### config.mk
export PLATFORM = sky130hd
export DESIGN_NAME = reset_wake_init
export DESIGN_NICKNAME = d
export VERILOG_FILES = /design/src/reset_wake_pkg.sv /design/src/reset_wake_init.sv
export VERILOG_INCLUDE_DIRS = /design/src
export SDC_FILE = /design/constraint.sdc
export NUM_CORES = 1
export LEC_CHECK = 0
export BUFFER_PORTS_ARGS = -buffer_cell sky130_fd_sc_hd__buf_4
export CORE_MARGIN = 1.5
export CORE_UTILIZATION = 58
export DETAILED_ROUTE_END_ITERATION = 10
export PLACE_DENSITY = 0.86
export SYNTH_ARGS = -nofsm -noshare
export SYNTH_HDL_FRONTEND = slang
export SYNTH_SLANG_ARGS = --single-unit
export TNS_END_PERCENT = 30
### constraint.sdc
create_clock -name clk_i -period 3.4 [get_ports clk_i]
set_input_delay 0 -clock clk_i [delete_from_list [all_inputs] [get_ports clk_i]]
set_output_delay 0 -clock clk_i [all_outputs]
set_load 0.02 [all_outputs]
### src/reset_wake_regs.svh
// Purpose: Offsets, field positions and reset values of the reset/wake block
// Assumes: Byte addresses on a 32-bit Avalon-MM slave
// Notes:   Included by the block's only design module
`ifndef RESET_WAKE_REGS_SVH
`define RESET_WAKE_REGS_SVH

`define OFS_CTRL      6'h00
`define OFS_CAUSE     6'h04
`define OFS_FLAGS     6'h08
`define OFS_STACK_TOP 6'h0c
`define OFS_STACK_PTR 6'h10
`define OFS_PA_PINS   6'h14
`define OFS_PA_LATCH  6'h18
`define OFS_PA_DIR    6'h1c
`define OFS_IRQ_STAT  6'h20
`define OFS_IRQ_MASK  6'h24

`define CTRL_RST      5'h00
`define CTRL_EN_HI    3
`define CTRL_EN_LO    4
`define CTRL_XCLR_DIS 2

`define CAUSE_POR_RST 5'h1c
`define CS_BOR        0
`define CS_POR        1
`define CS_PD         2
`define CS_TO         3
`define CS_RI         4

`define VEC_HIGH      21'h000008
`define VEC_LOW       21'h000018
`define PC_STEP       21'h000002

`define SP_RST        5'h00
`define SP_FULL       7
`define SP_UNF        6
`define PA_DIR_RST    8'hff
`define PA_BIT5       5
`define PA_BIT6       6
`define PA_BIT7       7
`define PA_LOW_MASK   8'h1f
`define OSC_BOTH_IO   2'h2
`define OSC_BIT6_IO   2'h1

`define EV_RESET      0
`define EV_WAKE       1
`define EV_VECTOR     2
`define EV_STKOVF     3
`define FLAG_DEFAULT  0

`endif

### src/reset_wake_pkg.sv
// Purpose: Types shared by the reset/wake register-init block
// Assumes: Constants live in reset_wake_regs.svh
// Notes:   Categories and carriers only
package reset_wake_pkg;

   typedef enum logic [1:0] {CAT_NONE, CAT_POWER, CAT_OTHER, CAT_WAKE} cat_t;

   typedef struct packed {
      logic [4:0] upper;
      logic [7:0] high;
      logic [7:0] low;
   } stack_top_t;

   typedef struct packed {
      logic [7:0] periph;
      logic [7:0] intr;
   } wake_flags_t;

   typedef struct packed {
      logic [1:0] osc_mode;
      logic       osc_ready;
   } osc_ctrl_t;

endpackage

### src/reset_wake_init.sv
// Purpose: Applies register initial values by reset or wake-up cause
// Assumes: Cause pulses come from core logic on clk_i; pins are asynchronous
// Notes:   Avalon-MM slave, one wait state on every access
`timescale 1ns/100ps
`include "reset_wake_regs.svh"

// Functional notes
// RL1: Wake-up sets at least one flag bit; here only an interrupt wake sets flags, a watchdog wake sets none
// RL2: Interrupt wake with enable loads vector address
// RL3: Same wake copies PC into stack top
// RL4: Same wake advances the stack pointer
// RL5: Oscillator mode enables port A bits 6,7
// RL6: Disabled port A bits read zero
// RL7: Port A bit 5 only when master-clear disabled
// RL8: Unimplemented bits always read zero
// RL9: Unchanged bits keep value; unknown bits free
// RL10: Cause and oscillator status bits depend on event
// RL11: Three categories select the initial values
module reset_wake_init
   import reset_wake_pkg::*;
#(
   parameter int SP_W = 5
) (
   input  wire logic        clk_i,                 // 250 MHz core clock
   input  wire logic        rst_b_i,               // Power-on reset, async, low
   input  wire logic [5:0]  avs_address,           // Byte address
   input  wire logic        avs_read,              // Read request
   input  wire logic        avs_write,             // Write request
   input  wire logic [31:0] avs_writedata,         // Write data
   output logic      [31:0] avs_readdata,          // Read data
   output logic             avs_waitrequest,       // Stall
   input  wire logic        bor_i,                 // Brown-out pulse
   input  wire logic        wdt_i,                 // Watchdog pulse
   input  wire logic        reset_instr_i,         // Reset instruction pulse
   input  wire logic        stack_rst_i,           // Stack reset pulse
   input  wire logic        wake_wdt_i,            // Watchdog wake pulse
   input  wire logic        wake_irq_i,            // Interrupt wake pulse
   input  wire logic        irq_high_i,            // Wake interrupt is high priority
   input  wire wake_flags_t wake_src_i,            // Flag sources of the wake
   input  wire logic [20:0] pc_i,                  // Current program counter
   input  wire logic        osc_ready_i,           // Oscillator stable level
   input  wire logic        master_clear_input_b_i, // Master-clear pin, low
   input  wire logic [7:0]  port_a_pins_i,         // Port A pin levels
   output logic      [7:0]  port_a_out_o,          // Port A drive value
   output logic      [7:0]  port_a_oe_b_o,         // Port A enable, low drives
   output logic             pc_load_o,             // PC load strobe
   output logic      [20:0] pc_value_o,            // PC value to load
   output cat_t             cat_o,                 // Last applied category
   output logic             irq_o                  // Level interrupt
);

   if (SP_W < 2 || SP_W > 6) $error("SP_W out of range");

   logic [1:0] xclr_sync_r;
   logic [7:0] pa_s1_r;
   logic [7:0] pa_s2_r;
   logic       xclr_prev_r;
   logic [4:0] ctrl_r;
   logic [4:0] cause_r;
   osc_ctrl_t  osc_r;
   wake_flags_t flags_r;
   stack_top_t tos_r;
   logic [SP_W-1:0] sp_r;
   logic       sp_full_r;
   logic       sp_unf_r;
   logic [7:0] pa_latch_r;
   logic [7:0] pa_dir_r;
   logic [3:0] irq_stat_r;
   logic [3:0] irq_mask_r;
   logic       ack_r;
   logic [31:0] rdata_r;
   logic       pc_load_r;
   logic [20:0] pc_value_r;
   cat_t       cat_r;
   logic       xclr_ev;
   logic       other_ev;
   logic       wake_ev;
   logic       vector_ev;
   logic       sp_ovf;
   logic       wr_go;
   logic [7:0] pa_mask;
   logic [3:0] ev_vec;
   cat_t       cat_nxt;

   // Port A bits that exist in the current configuration
   function automatic logic [7:0] pa_enable(input logic [1:0] mode, input logic xclr_dis);
      logic [7:0] m;
      m                = `PA_LOW_MASK;
      m[`PA_BIT5]      = xclr_dis;                                   // see RL7
      m[`PA_BIT6]      = (mode == `OSC_BOTH_IO) || (mode == `OSC_BIT6_IO); // see RL5
      m[`PA_BIT7]      = (mode == `OSC_BOTH_IO);                     // see RL5
      return m;
   endfunction

   // Two-stage synchronisers for pins
   always_ff @(posedge clk_i or negedge rst_b_i) begin
      if (!rst_b_i) begin
         xclr_sync_r <= 2'h3;
         pa_s1_r     <= 8'h00;
         pa_s2_r     <= 8'h00;
         xclr_prev_r <= 1'h1;
      end else begin
         xclr_sync_r <= {xclr_sync_r[0], master_clear_input_b_i};
         pa_s1_r     <= port_a_pins_i;
         pa_s2_r     <= pa_s1_r;
         xclr_prev_r <= xclr_sync_r[1];
      end
   end

   assign pa_mask   = pa_enable(osc_r.osc_mode, ctrl_r[`CTRL_XCLR_DIS]);
   assign xclr_ev   = xclr_prev_r && !xclr_sync_r[1] && !ctrl_r[`CTRL_XCLR_DIS];
   assign other_ev  = xclr_ev || wdt_i || reset_instr_i || stack_rst_i;
   assign wake_ev   = !bor_i && !other_ev && (wake_wdt_i || wake_irq_i);
   assign vector_ev = wake_ev && wake_irq_i && (ctrl_r[`CTRL_EN_HI] || ctrl_r[`CTRL_EN_LO]);
   assign sp_ovf    = vector_ev && (&sp_r);

   // Category of the event in this cycle
   always_comb begin
      if (bor_i) begin
         cat_nxt = CAT_POWER;                                        // see RL11
      end else if (other_ev) begin
         cat_nxt = CAT_OTHER;                                        // see RL11
      end else if (wake_ev) begin
         cat_nxt = CAT_WAKE;                                         // see RL11
      end else begin
         cat_nxt = CAT_NONE;
      end
   end
   assign wr_go = avs_write && ack_r;

   // Control: osc mode, master-clear disable, global enables
   always_ff @(posedge clk_i or negedge rst_b_i) begin
      if (!rst_b_i) begin
         ctrl_r <= `CTRL_RST;
         osc_r  <= '0;
      end else begin
         unique case (cat_nxt)
            CAT_POWER, CAT_OTHER: begin
               ctrl_r[`CTRL_EN_HI] <= 1'h0;
               ctrl_r[`CTRL_EN_LO] <= 1'h0;
               osc_r.osc_mode     <= 2'h0;
               osc_r.osc_ready    <= osc_ready_i;                    // see RL10
            end
            CAT_WAKE: begin
               osc_r.osc_ready <= osc_ready_i;                       // see RL10
            end
            CAT_NONE: begin
               if (wr_go && avs_address == `OFS_CTRL) begin
                  ctrl_r         <= avs_writedata[4:0];
                  osc_r.osc_mode <= avs_writedata[6:5];
               end
            end
         endcase
      end
   end

   // Reset cause bits, active low like the classic status flags
   always_ff @(posedge clk_i or negedge rst_b_i) begin
      if (!rst_b_i) begin
         cause_r <= `CAUSE_POR_RST;
      end else if (bor_i) begin
         cause_r[`CS_BOR] <= 1'h0;                                   // see RL10
         cause_r[`CS_POR] <= 1'h1;
         cause_r[`CS_TO]  <= 1'h1;
         cause_r[`CS_PD]  <= 1'h1;
      end else if (other_ev) begin
         if (reset_instr_i) cause_r[`CS_RI] <= 1'h0;                 // see RL10
         if (wdt_i)         cause_r[`CS_TO] <= 1'h0;                 // see RL10
         if (xclr_ev)       cause_r[`CS_TO] <= 1'h1;
      end else if (wake_ev) begin
         cause_r[`CS_PD] <= 1'h0;                                    // see RL10
         if (wake_wdt_i) cause_r[`CS_TO] <= 1'h0;                    // see RL10
      end else if (wr_go && avs_address == `OFS_CAUSE) begin
         cause_r <= avs_writedata[4:0];
      end
   end

   // Wake flags: sources set, software clears by writing one; set wins
   always_ff @(posedge clk_i or negedge rst_b_i) begin
      if (!rst_b_i) begin
         flags_r <= '0;
      end else begin
         flags_r <= (cat_nxt inside {CAT_POWER, CAT_OTHER}) ? '0 :
                    (flags_r & ~((wr_go && avs_address == `OFS_FLAGS) ?
                                 avs_writedata[15:0] : 16'h0000));
         if (wake_ev && wake_irq_i) begin
            flags_r <= flags_r | wake_src_i;                         // see RL1
            if (wake_src_i == '0) flags_r.intr[`FLAG_DEFAULT] <= 1'h1; // see RL1
         end
      end
   end

   // Stack top and pointer
   always_ff @(posedge clk_i or negedge rst_b_i) begin
      if (!rst_b_i) begin
         tos_r     <= '0;
         sp_r      <= SP_W'(`SP_RST);
         sp_full_r <= 1'h0;
         sp_unf_r  <= 1'h0;
      end else if (cat_nxt == CAT_POWER || cat_nxt == CAT_OTHER) begin
         tos_r <= '0;                                                // see RL11
         sp_r  <= SP_W'(`SP_RST);
         if (cat_nxt == CAT_POWER) begin
            sp_full_r <= 1'h0;
            sp_unf_r  <= 1'h0;
         end else if (stack_rst_i) begin
            sp_unf_r  <= sp_unf_r | (sp_r == '0);                    // see RL10
            sp_full_r <= sp_full_r | (sp_r != '0);                   // see RL10
         end
      end else if (vector_ev) begin
         tos_r <= pc_i;                                              // see RL3
         sp_r  <= sp_r + SP_W'(1);                                   // see RL4
         if (sp_ovf) sp_full_r <= 1'h1;
      end else if (wr_go && avs_address == `OFS_STACK_PTR) begin
         sp_r      <= avs_writedata[SP_W-1:0];
         sp_full_r <= sp_full_r & ~avs_writedata[`SP_FULL];
         sp_unf_r  <= sp_unf_r & ~avs_writedata[`SP_UNF];
      end
   end

   // PC load strobe for reset vector, wake return or interrupt vector
   always_ff @(posedge clk_i or negedge rst_b_i) begin
      if (!rst_b_i) begin
         pc_load_r  <= 1'h0;
         pc_value_r <= '0;
         cat_r      <= CAT_POWER;
      end else begin
         pc_load_r <= (cat_nxt != CAT_NONE);
         if (cat_nxt != CAT_NONE) cat_r <= cat_nxt;
         if (vector_ev) begin
            pc_value_r <= irq_high_i ? `VEC_HIGH : `VEC_LOW;         // see RL2
         end else if (cat_nxt == CAT_WAKE) begin
            pc_value_r <= pc_i + `PC_STEP;
         end else if (cat_nxt != CAT_NONE) begin
            pc_value_r <= '0;
         end
      end
   end

   // Port A latch and direction; unchanged on wake
   always_ff @(posedge clk_i or negedge rst_b_i) begin
      if (!rst_b_i) begin
         pa_latch_r <= 8'h00;
         pa_dir_r   <= `PA_DIR_RST;
      end else if (cat_nxt == CAT_POWER || cat_nxt == CAT_OTHER) begin
         pa_dir_r <= `PA_DIR_RST;                                    // see RL9
      end else if (wr_go && cat_nxt == CAT_NONE && avs_address == `OFS_PA_LATCH) begin
         pa_latch_r <= avs_writedata[7:0];
      end else if (wr_go && cat_nxt == CAT_NONE && avs_address == `OFS_PA_DIR) begin
         pa_dir_r <= avs_writedata[7:0];
      end
   end

   assign port_a_out_o  = pa_latch_r & pa_mask;                      // see RL6
   assign port_a_oe_b_o = pa_dir_r | ~pa_mask;                       // see RL5

   // Interrupt status, write one to clear, set wins
   assign ev_vec = {sp_ovf, vector_ev, wake_ev, bor_i || other_ev};
   always_ff @(posedge clk_i or negedge rst_b_i) begin
      if (!rst_b_i) begin
         irq_stat_r <= 4'h0;
         irq_mask_r <= 4'h0;
      end else begin
         irq_stat_r <= ev_vec | (irq_stat_r &
                       ~((wr_go && avs_address == `OFS_IRQ_STAT) ? avs_writedata[3:0] : 4'h0));
         if (wr_go && avs_address == `OFS_IRQ_MASK) irq_mask_r <= avs_writedata[3:0];
      end
   end

   assign irq_o = |(irq_stat_r & irq_mask_r);

   // Bus: data latched on first cycle, answered on second
   always_ff @(posedge clk_i or negedge rst_b_i) begin
      if (!rst_b_i) begin
         ack_r   <= 1'h0;
         rdata_r <= 32'h00000000;
      end else begin
         ack_r   <= (avs_read || avs_write) && !ack_r;
         rdata_r <= 32'h00000000;                                    // see RL8
         if (avs_read && !ack_r) begin
            unique case (avs_address)
               `OFS_CTRL:      rdata_r[6:0]  <= {osc_r.osc_mode, ctrl_r};
               `OFS_CAUSE:     rdata_r[5:0]  <= {osc_r.osc_ready, cause_r};
               `OFS_FLAGS:     rdata_r[15:0] <= flags_r;
               `OFS_STACK_TOP: rdata_r[20:0] <= tos_r;
               `OFS_STACK_PTR: begin
                  rdata_r[SP_W-1:0] <= sp_r;
                  rdata_r[`SP_FULL] <= sp_full_r;
                  rdata_r[`SP_UNF]  <= sp_unf_r;
               end
               `OFS_PA_PINS:   rdata_r[7:0]  <= pa_s2_r & pa_mask;   // see RL6
               `OFS_PA_LATCH:  rdata_r[7:0]  <= pa_latch_r & pa_mask;
               `OFS_PA_DIR:    rdata_r[7:0]  <= pa_dir_r & pa_mask;
               `OFS_IRQ_STAT:  rdata_r[3:0]  <= irq_stat_r;
               `OFS_IRQ_MASK:  rdata_r[3:0]  <= irq_mask_r;
               default:        rdata_r       <= 32'h00000000;
            endcase
         end
      end
   end

   assign avs_waitrequest = (avs_read || avs_write) && !ack_r;
   assign avs_readdata    = rdata_r;
   assign pc_load_o       = pc_load_r;
   assign pc_value_o      = pc_value_r;
   assign cat_o           = cat_r;
endmodule

* Yosys cells after proc, flatten, opt, wreduce, memory -nomap -nowiden *
Cells that the tools add are included.

cells by class
  add/subtract/negate cells = 2
  equal/unequal tests = 25
  mux-type cells = 54
  bitwise logic cells = 20
  reduce and logical (&&, ||, !) cells = 64

operator list
  operator                                                                count
  21-bit two-way mux                                                      6
  16-bit two-way mux                                                      3
  4-bit case mux with 10 select lines                                     1
  5-bit two-way mux                                                       7
  8-bit bitwise AND                                                       3
  6-bit by 5-bit equality test with 1-bit output (second input constant)  4
  8-bit two-way mux                                                       3
  21-bit by 2-bit adder with 21-bit output (second input constant)        1
  1-bit logical AND                                                       19
  1-bit two-way mux                                                       17
  16-bit bitwise AND                                                      1
  16-bit logical NOT                                                      1
  16-bit inverter                                                         1
  16-bit OR                                                               1
  8-bit case mux with 2 select lines                                      1
  2-bit nonzero test                                                      8
  2-bit two-way mux                                                       7
  1-bit case mux with 7 select lines                                      2
  6-bit by 4-bit equality test with 1-bit output (second input constant)  2
  6-bit equality test (second input constant)                             2
  2-bit inequality test (second input constant)                           6
  3-bit AND reduction                                                     4
  2-bit AND reduction                                                     5
  1-bit logical OR                                                        9
  other kinds (33)                                                        51

word-level totals
  flip-flop bits (word level) = 146
  output and inout port bits = 74
  logic and storage cells = 194

* Longest topological paths before layout *
Gate-level depths: netlist of run 1.

  word-level depth = 18
  gate-level depth with buffers = 7

* Worst setup path before layout of run 1 *
Ideal clock, no wire load.

  kind = register to register
  from = reg xclr_sync_r[1]
  to = reg pa_latch_r[1]
  setup time = 125 ps
  arrival time = 1,848 ps
  data required time = 3,275 ps
  setup slack = 1,427 ps
  stages on the path, launching flop included = 6
  clock period less this slack = 1,973 ps
  cell sequence = dfstp_2 nor3b_1 nor3_2 inv_1 nor4_4 mux2_2

between the ends
  longest elaborated chain between the ends = 16
  elaborated cells on any way between the ends = 20
  classes of those cells = 2 x eq/ne; 3 x mux; 1 x bitwise; 14 x reduce/logical

RTL lines
  element                                                                 line                                            text
  start, declared                                                         reset_wake_init.sv:54                           logic [1:0] xclr_sync_r;
  start signal, assigned                                                  reset_wake_init.sv:103                          xclr_sync_r <= {xclr_sync_r[0], master_clear_input_b_i};
  1-bit logical NOT *                                                     reset_wake_init.sv:111                          assign xclr_ev = xclr_prev_r && !xclr_sync_r[1] && !ctrl_r[`CTRL_XCLR_DIS];
  1-bit logical AND * (2 in a row)                                        reset_wake_init.sv:111
  1-bit logical OR * (3 in a row)                                         reset_wake_init.sv:112                          assign other_ev = xclr_ev || wdt_i || reset_instr_i || stack_rst_i;
  1-bit logical NOT                                                       reset_wake_init.sv:113                          assign wake_ev = !bor_i && !other_ev && (wake_wdt_i || wake_irq_i);
  1-bit logical AND (2 in a row)                                          reset_wake_init.sv:113
  2-bit two-way mux                                                       reset_wake_init.sv:123                          end else if (wake_ev) begin
  2-bit two-way mux *                                                     reset_wake_init.sv:121                          end else if (other_ev) begin
  2-bit two-way mux *                                                     reset_wake_init.sv:119                          if (bor_i) begin
  2-bit by 1-bit equality test with 1-bit output (tied with other cells)  reset_wake_init.sv:245                          end else if (cat_nxt == CAT_POWER || cat_nxt == CAT_OTHER) begin
  1-bit logical OR / 1-bit logical AND (equally long branches)            reset_wake_init.sv:245, reset_wake_init.sv:247
  1-bit inverter (no line) / 1-bit logical AND (equally long branches)    -
  2-bit AND reduction (no line) *                                         -
  end signal, assigned                                                    reset_wake_init.sv:248                          pa_latch_r <= avs_writedata[7:0];
  end, declared                                                           reset_wake_init.sv:66                           logic [7:0] pa_latch_r;

Every way passes the cells marked *; elsewhere a longest branch is shown, timed or not.
A chain may end at the register's enable or synchronous reset.

* Worst setup path in the final report of run 1 *
  from = reg ctrl_r[2]
  to = reg flags_r[14] in the netlist's numbering

between the ends
  longest elaborated chain between the ends = 15
  elaborated cells on any way between the ends = 17
  classes of those cells = 2 x eq/ne; 5 x mux; 10 x reduce/logical

RTL lines
  element                                                                                       line                    text
  start, declared                                                                               reset_wake_init.sv:58   logic [4:0] ctrl_r;
  start signal, assigned                                                                        reset_wake_init.sv:134  ctrl_r <= `CTRL_RST;
  start signal, assigned                                                                        reset_wake_init.sv:149  ctrl_r <= avs_writedata[4:0];
  1-bit logical NOT *                                                                           reset_wake_init.sv:111
  1-bit logical AND *                                                                           reset_wake_init.sv:111
  1-bit logical OR * (3 in a row)                                                               reset_wake_init.sv:112
  1-bit logical NOT                                                                             reset_wake_init.sv:113
  1-bit logical AND (2 in a row)                                                                reset_wake_init.sv:113
  2-bit two-way mux                                                                             reset_wake_init.sv:123
  2-bit two-way mux                                                                             reset_wake_init.sv:121
  2-bit two-way mux                                                                             reset_wake_init.sv:119
  2-bit by 1-bit equality test with 1-bit output / 2-bit equality test (equally long branches)  reset_wake_init.sv:183  flags_r <= (cat_nxt inside {CAT_POWER, CAT_OTHER}) ? '0 :
  2-bit nonzero test                                                                            reset_wake_init.sv:183
  16-bit two-way mux                                                                            reset_wake_init.sv:183
  16-bit two-way mux *                                                                          reset_wake_init.sv:186  if (wake_ev && wake_irq_i) begin
  end signal, assigned                                                                          reset_wake_init.sv:183
  end signal, assigned                                                                          reset_wake_init.sv:187  flags_r <= flags_r | wake_src_i;
  end, declared                                                                                 reset_wake_init.sv:61   wake_flags_t flags_r;

Marks and branches as above.

==> results of run 1 <==
[layout make-up]
cell class | count | share of cell area
Tap cell | 143 | 0.0191
Clock inverter | 14 | 0.0277
Timing Repair Buffer | 227 | 0.203
Inverter | 10 | 0.00401
Sequential cell | 146 | 0.392
Clock buffer | 18 | 0.0469
Multi-Input combinational cell | 465 | 0.307
Antenna cell | 2 | 0.000535
[per-layer routing]
layer,up-vias,GRT usage,part of all wire
met1,3049,0.500,0.40
met3,86,0.0691,0.086
met4,0,0.196,0.047
met2,431,0.545,0.47
li1,2732,-,-
met5,-,0,0
[power by group through the flow]
| stage | combinational (µW) | clock (µW) | sequential [µW] |
|---|---|---|---|
| 5_1_grt | 416 | 2290 | 1800 |
| 3_5_place_dp | 312 | 0 | 1830 |
| 6_report | 391 | 2200 | 1800 |
| 4_1_cts | 379 | 2200 | 1800 |
| 3_3_place_gp | 304 | 0 | 1830 |
| 2_1_floorplan | 136 | 0 | 1830 |
[through the flow]
step | instances | cell area (µm²)
6_report | 1025 | 9360
5_1_grt | 1025 | 9360
3_3_place_gp | 915 | 7890
2_1_floorplan | 674 | 6860
4_1_cts | 1023 | 9350
3_5_place_dp | 915 | 7890
[repair_timing]
action                                  4_1_cts  5_1_grt
endpoints found under the setup margin        0        0
endpoints found under the hold margin       215        0
hold buffers                                 76        0
[cell usage after synthesis, types with 2 or more instances]
library cell | instances | share of area
sky130_fd_sc_hd__a2111oi_0 | 2 | 0.0026
sky130_fd_sc_hd__a211oi_1 | 20 | 0.022
sky130_fd_sc_hd__a21oi_1 | 48 | 0.035
sky130_fd_sc_hd__a221oi_1 | 3 | 0.0039
sky130_fd_sc_hd__a22o_1 | 8 | 0.010
sky130_fd_sc_hd__a22oi_1 | 6 | 0.0066
sky130_fd_sc_hd__a31oi_1 | 8 | 0.0073
sky130_fd_sc_hd__a32o_1 | 2 | 0.0029
sky130_fd_sc_hd__and2_1 | 11 | 0.010
sky130_fd_sc_hd__and3_1 | 9 | 0.0083
sky130_fd_sc_hd__buf_1 | 2 | 0.0011
sky130_fd_sc_hd__buf_2 | 6 | 0.0044
sky130_fd_sc_hd__buf_4 | 21 | 0.023
sky130_fd_sc_hd__clkbuf_1 | 23 | 0.013
sky130_fd_sc_hd__dfrtp_1 | 131 | 0.48
sky130_fd_sc_hd__dfstp_2 | 15 | 0.058
sky130_fd_sc_hd__ha_1 | 5 | 0.0092
sky130_fd_sc_hd__inv_1 | 10 | 0.0055
sky130_fd_sc_hd__mux2_2 | 16 | 0.026
sky130_fd_sc_hd__mux2i_1 | 33 | 0.048
sky130_fd_sc_hd__mux4_2 | 2 | 0.0066
sky130_fd_sc_hd__nand2_1 | 110 | 0.061
sky130_fd_sc_hd__nand2b_1 | 5 | 0.0046
sky130_fd_sc_hd__nand3_1 | 18 | 0.013
sky130_fd_sc_hd__nand3b_1 | 2 | 0.0022
sky130_fd_sc_hd__nand4_1 | 7 | 0.0064
sky130_fd_sc_hd__nor2_1 | 38 | 0.021
sky130_fd_sc_hd__nor2b_1 | 4 | 0.0037
sky130_fd_sc_hd__nor3_1 | 14 | 0.010
sky130_fd_sc_hd__nor3_2 | 2 | 0.0029
sky130_fd_sc_hd__nor3b_1 | 3 | 0.0033
sky130_fd_sc_hd__nor4_1 | 6 | 0.0055
sky130_fd_sc_hd__nor4_4 | 2 | 0.0062
sky130_fd_sc_hd__o211ai_1 | 2 | 0.0022
sky130_fd_sc_hd__o21ai_0 | 25 | 0.018
sky130_fd_sc_hd__o31ai_1 | 2 | 0.0022
sky130_fd_sc_hd__or2_2 | 2 | 0.0018
sky130_fd_sc_hd__or3_1 | 2 | 0.0018
sky130_fd_sc_hd__or4_1 | 4 | 0.0044
sky130_fd_sc_hd__xnor2_1 | 14 | 0.018
sky130_fd_sc_hd__xor2_1 | 4 | 0.0051
[flip-flops by register name, summed over array words and instances, names as in the netlist, 2 cells and up]
register	cells
avs_readdata	21
pc_value_o	21
tos_r	21
flags_r	16
pa_dir_r	8
pa_latch_r	8
pa_s1_r	8
pa_s2_r	8
cause_r	5
ctrl_r	5
sp_r	5
irq_mask_r	4
irq_stat_r	4
osc_r	3
cat_o	2
xclr_sync_r	2
[kinds of logic (layout without fill, tap and decap cells)]
group | after synthesis | in the layout | synth area share
xor+xnor | 18 | 18 | 0.0231
flops | 146 | 146 | 0.539
compound gates | 134 | 134 | 0.123
simple gates | 246 | 246 | 0.176
mux | 51 | 51 | 0.0815
fa+ha+maj | 5 | 5 | 0.00917
other cells | 1 | 13 | 0.000550
buf+inv | 63 | 269 | 0.0475
[worst min path at each step]
stage                      startpoint         endpoint  slack [ps]
2_1_floorplan                 rst_b_i            ack_r        -300
6_report               avs_address[0]  avs_readdata[5]          20
3_5_place_dp         port_a_pins_i[3]       pa_s1_r[3]         110
3_3_place_gp   master_clear_input_b_i   xclr_sync_r[0]         110
5_1_grt                avs_address[3]  avs_readdata[4]          20
4_1_cts                avs_address[1]  avs_readdata[5]          10
[critical path, cell delays in order (launching register included)]
cell and delay, ps:
sky130_fd_sc_hd__dfrtp_1 500, sky130_fd_sc_hd__nor3b_1 740, sky130_fd_sc_hd__or2_1 280, sky130_fd_sc_hd__buf_4 460
sky130_fd_sc_hd__a211oi_1 130, sky130_fd_sc_hd__dlygate4sd3_1 660
==> results summary, run 1 <==
Across the whole layout, storage elements account for 3670 µm². The endpoint identified for the worst register-to-register timing path is flags_r[14]. The count of synthesis-stage warnings from yosys is 0.

Cell internal power was estimated by the tool at 3420 µW. The startpoint identified for the worst register-to-register timing path is ctrl_r[2]. The total number of H-tree levels is 4. The floorplan core area came out at 11,400 µm².

The run finished with clean final reports. The first routing iteration left around 760 violations. The post-detailed-route via-to-cell ratio came out at 6.14. The routability congestion estimate from global placement is 0.918. The commonest non-fill, non-tap cell in the layout is sky130_fd_sc_hd__buf_4. Summing all multi-input logic gate instances after layout gives around 2900 µm². The die covers 12,400 µm².

The first TritonRoute pass finished after 6 iterations. The fraction of registers with async set/reset is 1.00. The fraction of layout cells with a size suffix above 1 is 0.257. The number of I/O pins is 170. The number of instances in the synthesized netlist came out at 664. The number of endpoints failing setup at the final stage is 0. The first-pass GRT wire length came out at 34.5 mm.

The switching share of power is 0.222. The die is around 110 µm wide. The number of clock sinks is roughly 150. Summed over all cells, the static leakage comes to 0.00420 µW. The worst path required time is 3690 ps. The total detailed-routing wirelength came out at 21.9 mm. The termination of the worst setup path is flags_r[14].

The vertical die dimension came out at about 110 µm. Summing every instance area after synthesis gives approximately 6800 µm². The class of the tightest hold or removal check is in -> reg. The worst hold slack after final layout came out at 20.8 ps.

The cell sitting at the root of the clock tree is a sky130_fd_sc_hd__clkbuf_16. The number of buffers added on ports came out at 142. The highest clock rate came out at 342 MHz.

The sequential cell fraction of total power is 0.410. The clock skew after layout is between 10 and 15 ps. The area added between synthesis and finish is 37.3%. The clock transition at the registers of the reported paths is around 60 ps.

For this run, the share of the core covered by cells in the final layout is 0.820. Setup repair after global routing left no endpoint under its margin. Summed over all nets, the switching power comes to approximately 980 µW. The worst setup slack after layout is 478 ps.

The number of nets still failing antenna checks after routing came out at 0. The estimated wirelength of the detail-placed design is 13.3 mm. The total congestion overflow is 0. Counting instances, the worst hold path has a depth of 4.

Fill cells in the final layout number between 600 and 700. The netlist uses between 50 and 60 different library cells. The DRC violation count after routing came out at 0. The final count of hold timing violations was 0. The initial core utilization is 0.597.

Dividing the detail-routed wire length by the instance count gives 21.4 µm. The clock latency of the later-clocked register in the worst-skew pair is 430 ps. The maximum net fanout on the critical path is 44.

TritonCTS built the clock tree. The overall track demand over capacity in global routing came out at 0.361. The count of max-cap constraint violations came out at 0. The number of global-route vias before repair came to 6,275. The total of flip-flops plus latches after synthesis came out at 146. The worst setup path is of the reg -> reg kind.

The cell depth of the worst flop-to-flop path is 5. STA classifies the critical path endpoint as a flip-flop. The number of buffers created by CTS came out at 17. The post-synthesis area per instance came out at approximately 10 µm².

The data arrival time of the critical path is 3210 ps. The headroom to the max-slew limit came out at 0.257. The primary flip-flop cell chosen by synthesis mapping is sky130_fd_sc_hd__dfrtp_1.

The portion of total power attributed to the clock network came out at 0.501. The setup TNS came out at 0 ps. The initial antenna violation count is 2.

The final total power is ~4400 µW. The part of the total power dissipated in combinational logic is 0.089. Of the available clock period, the critical path in the final layout requires 0.859. The total of cells resized after clock tree synthesis is 0.

The worst slack at placement came out at 1030 ps. Entering global routing, the biggest net connects 111 pins. The highest ir drop seen on vdd is 377 µV. The critical path starts at ctrl_r[2]. In this run the power density over the cells is 470 nW/µm². The worst-case register-to-register setup slack came out at 480 ps. In this run, synthesis inferred 0 flip-flops with an integrated enable. The number of post-CTS setup repair buffers is 0. The startpoint type of the worst setup path is a flip-flop. The maximum buffer depth of the clock tree came out at 2. The share of synthesized area occupied by flip-flops and latches is 0.539. Subtracting the final worst setup slack from the clock period gives 2920 ps. The net count reported at finish is around 970. For this block, the via count after detailed routing is between 6,000 and 7,000.

The number of max-slew violations in the final report is 0. The cell row count came out at 39. The top cell types in the final layout, fill and taps aside, are sky130_fd_sc_hd__buf_4 (150), sky130_fd_sc_hd__dfrtp_1 (131), sky130_fd_sc_hd__nand2_1 (110). The pin slew with the least headroom to its limit is 1110 ps.
Note: power is estimated with default switching activity, not from simulation.
==> run 2: changes to the inputs <==
CORE_UTILIZATION = 52   (was 58)
MAX_ROUTING_LAYER = met4   (was unset)
PLACE_DENSITY = 0.78   (was 0.86)
SLEW_MARGIN = 25   (was unset)
==> results summary, run 2 (synthesis results as in run 1) <==
STA classifies the critical path endpoint as a flip-flop. The cell sitting at the root of the clock tree is a sky130_fd_sc_hd__clkbuf_16. Overall power consumption after layout is estimated at 3890 µW. The post-detailed-route via-to-cell ratio is 5.70.

The number of buffers created by CTS is 17. The slowest stage of the critical path belongs to the cell sky130_fd_sc_hd__dlygate4sd3_1. The overall track demand over capacity in global routing came out at 0.319. The internal power component is 2960 µW. Final hold analysis gives a worst-case slack of 59.1 ps. The number of antenna diodes in the final layout is 0.

STA classifies the critical path startpoint as a flip-flop. The number of I/O pins came out at 170. The clock arrives with approximately 6.6 ps of skew. For this configuration, the core starts out at a cell density of 0.536. The initial antenna violation count is 0. The number of global-route vias before repair is approximately 6,000. For this run the aggregate overflow at the end of global routing stands at 0. The die is 118 µm wide. The share of total power dissipated in sequential elements is 0.463. The library cell used most frequently in the layout, excluding fill and tap cells, is sky130_fd_sc_hd__buf_4. The library cells used most frequently in the layout, excluding fill and tap cells, are sky130_fd_sc_hd__buf_4 (150), sky130_fd_sc_hd__dfrtp_1 (131), sky130_fd_sc_hd__nand2_1 (110). The clock latency of the later-clocked register in the worst-skew pair came out at about 420 ps.

The number of nets still failing antenna checks after routing came out at 0. The wire length per cell came out at 19.7 µm. The setup TNS is 0 ps. The total via count in the routed design came out at 6,006. The highest clock rate is 387 MHz. The first-pass GRT wire length is roughly 33 mm. The delay of the slowest critical-path stage came out at approximately 600 ps. In the finished design, the share of the clock period the worst path needs comes to 0.759. The flow ran to the end, and the final reports show no timing, DRC or antenna violations.

The switching power of the nets is 935 µW. The class of the tightest hold or removal check is in -> reg. The final count of hold timing violations is 0. The maximum net fanout on the critical path is 44.

The fraction of layout cells with a size suffix above 1 is 0.257. The routability congestion estimate from global placement came out at 0.943. Headroom to the max-slew limit came out at 0.387. The floorplan core area came out at roughly 13,000 µm². The floorplan step defined a die boundary enclosing 13,800 µm². The clock transition at the registers of the reported paths came out at 60 ps. The share of total power dissipated in combinational logic is 0.100. The number of design-rule violations left by the first detailed-router iteration came out at 471.

The highest ir drop seen on vdd is 299 µV. The critical path is of the reg -> reg type. The vertical die dimension came out at 118 µm. The number of post-CTS setup repair buffers came out at 0.

The switching share of power came out at 0.240. In this run the static leakage power is 0.00415 µW. The signal on the critical path passes through nor3b_2 -> or2_1 -> buf_4 -> a211oi_1 -> dlygate4sd3_1. Compared with the post-synthesis result, the final layout area differs by 36.0%. The cell row count is 41.

The number of buffers added on ports came out at around 140. The total detailed-routing wirelength came out at 20.8 mm. The number of max-slew violations in the final report was 0.

The worst path required time came out at roughly 3700 ps. The number of endpoints failing setup at the final stage came out at 0. The maximum number of pins on one net before global-route repair came out at between 100 and 150. After layout, the minimum clock period comes to 2580 ps. Counting every sink on the clock net gives 146. The maximum buffer depth of the clock tree came out at 2. The DRC violation count after routing is 0.

The first detailed-routing pass ran for 5 iterations. TritonCTS built the clock tree. The count of max-cap constraint violations is 0. Setup repair after global routing left no endpoint under its margin.

For the worst setup path, the data arrival time is between 2000 and 3000 ps. In this run the number of H-tree levels came out at 4. The estimated wirelength of the detail-placed design came out at about 14 mm. In this run the power density over the cells is 420 nW/µm².

The portion of total power attributed to the clock network came out at 0.437. The net count reported at finish came out at 971. The pin slew with the least headroom to its limit is between 900 and 1000 ps.
-- run 2: cell types whose count changed in the layout (fill, tap and decap cells not counted), sizes merged --
cell | previous run | this run
bufinv | 7 | 0
clkbuf | 18 | 23
dlygate4sd3 | 76 | 79
diode | 2 | 0
buf | 151 | 150
clkinv | 3 | 4
clkinvlp | 4 | 3
inv | 10 | 11
-- run 2: metal layers --
metal,vias to the layer above,GRT usage,wire length [µm]
li1,2724,-,-
met1,2992,0.444,9280
met2,260,0.478,9730
met3,30,0.0707,1490
met4,0,0.0884,294
met5,-,-,0
-- run 2: path summary, 6_finish.rpt --
| path | from | endpoint | slack [ps] | depth (start not counted) |
|---|---|---|---|---|
| setup / recovery | ctrl_r[2] | flags_r[14] | 820 | 5 |
| hold / removal | wake_irq_i | flags_r[6] | 60 | 3 |
| setup reg to reg | ctrl_r[2] | flags_r[14] | 820 | 5 |
| hold reg to reg | pa_s1_r[2] | pa_s2_r[2] | 350 | 0 |
| max in group asynchronous | rst_b_i | pc_value_o[20] | 2250 | 3 |
| min in group asynchronous | rst_b_i | pa_s2_r[4] | 250 | 2 |
-- run 2: worst max-delay path, delay by kind of cell, from the launching register on --
kind	cells	cell delay, ps
AOI/OAI and AO/OA	1	120
DFF	1	500
buffers and inverters	2	1050
and+or+nand+nor	2	760
-- run 2: area by class of cell --
class | count | area, µm²
inverter | 10 | 37.5
tap | 172 | 215
sequential | 146 | 3670
timing repair buffer | 230 | 1930
clock inverter | 8 | 55.1
multi-input combinational | 465 | 2880
clock buffer | 22 | 484
fill | 944 | 3450
-- run 2: timing repair --
item / 4_1_cts / 5_1_grt
gates resized for setup: 0 / 0
hold buffers: 79 / 0
endpoints found under the hold margin: 213 / 0
-- run 2: power groups by stage --
stage	logic, µW	registers (µW)	clock network [µW]
2_1_floorplan	136	1830	0
3_3_place_gp	309	1830	0
3_5_place_dp	314	1830	0
4_1_cts	382	1800	1720
5_1_grt	417	1800	1790
6_report	388	1800	1700
-- run 2: through the flow --
stage	util	area (µm²)	cells	worst slack, ps
after floorplan	-	6860	674	1430
after global placement	0.623	7930	944	1040
after detailed placement	0.623	7930	944	930
after CTS	0.728	9260	1053	608
after global routing	0.729	9270	1053	717
final	0.729	9270	1053	818
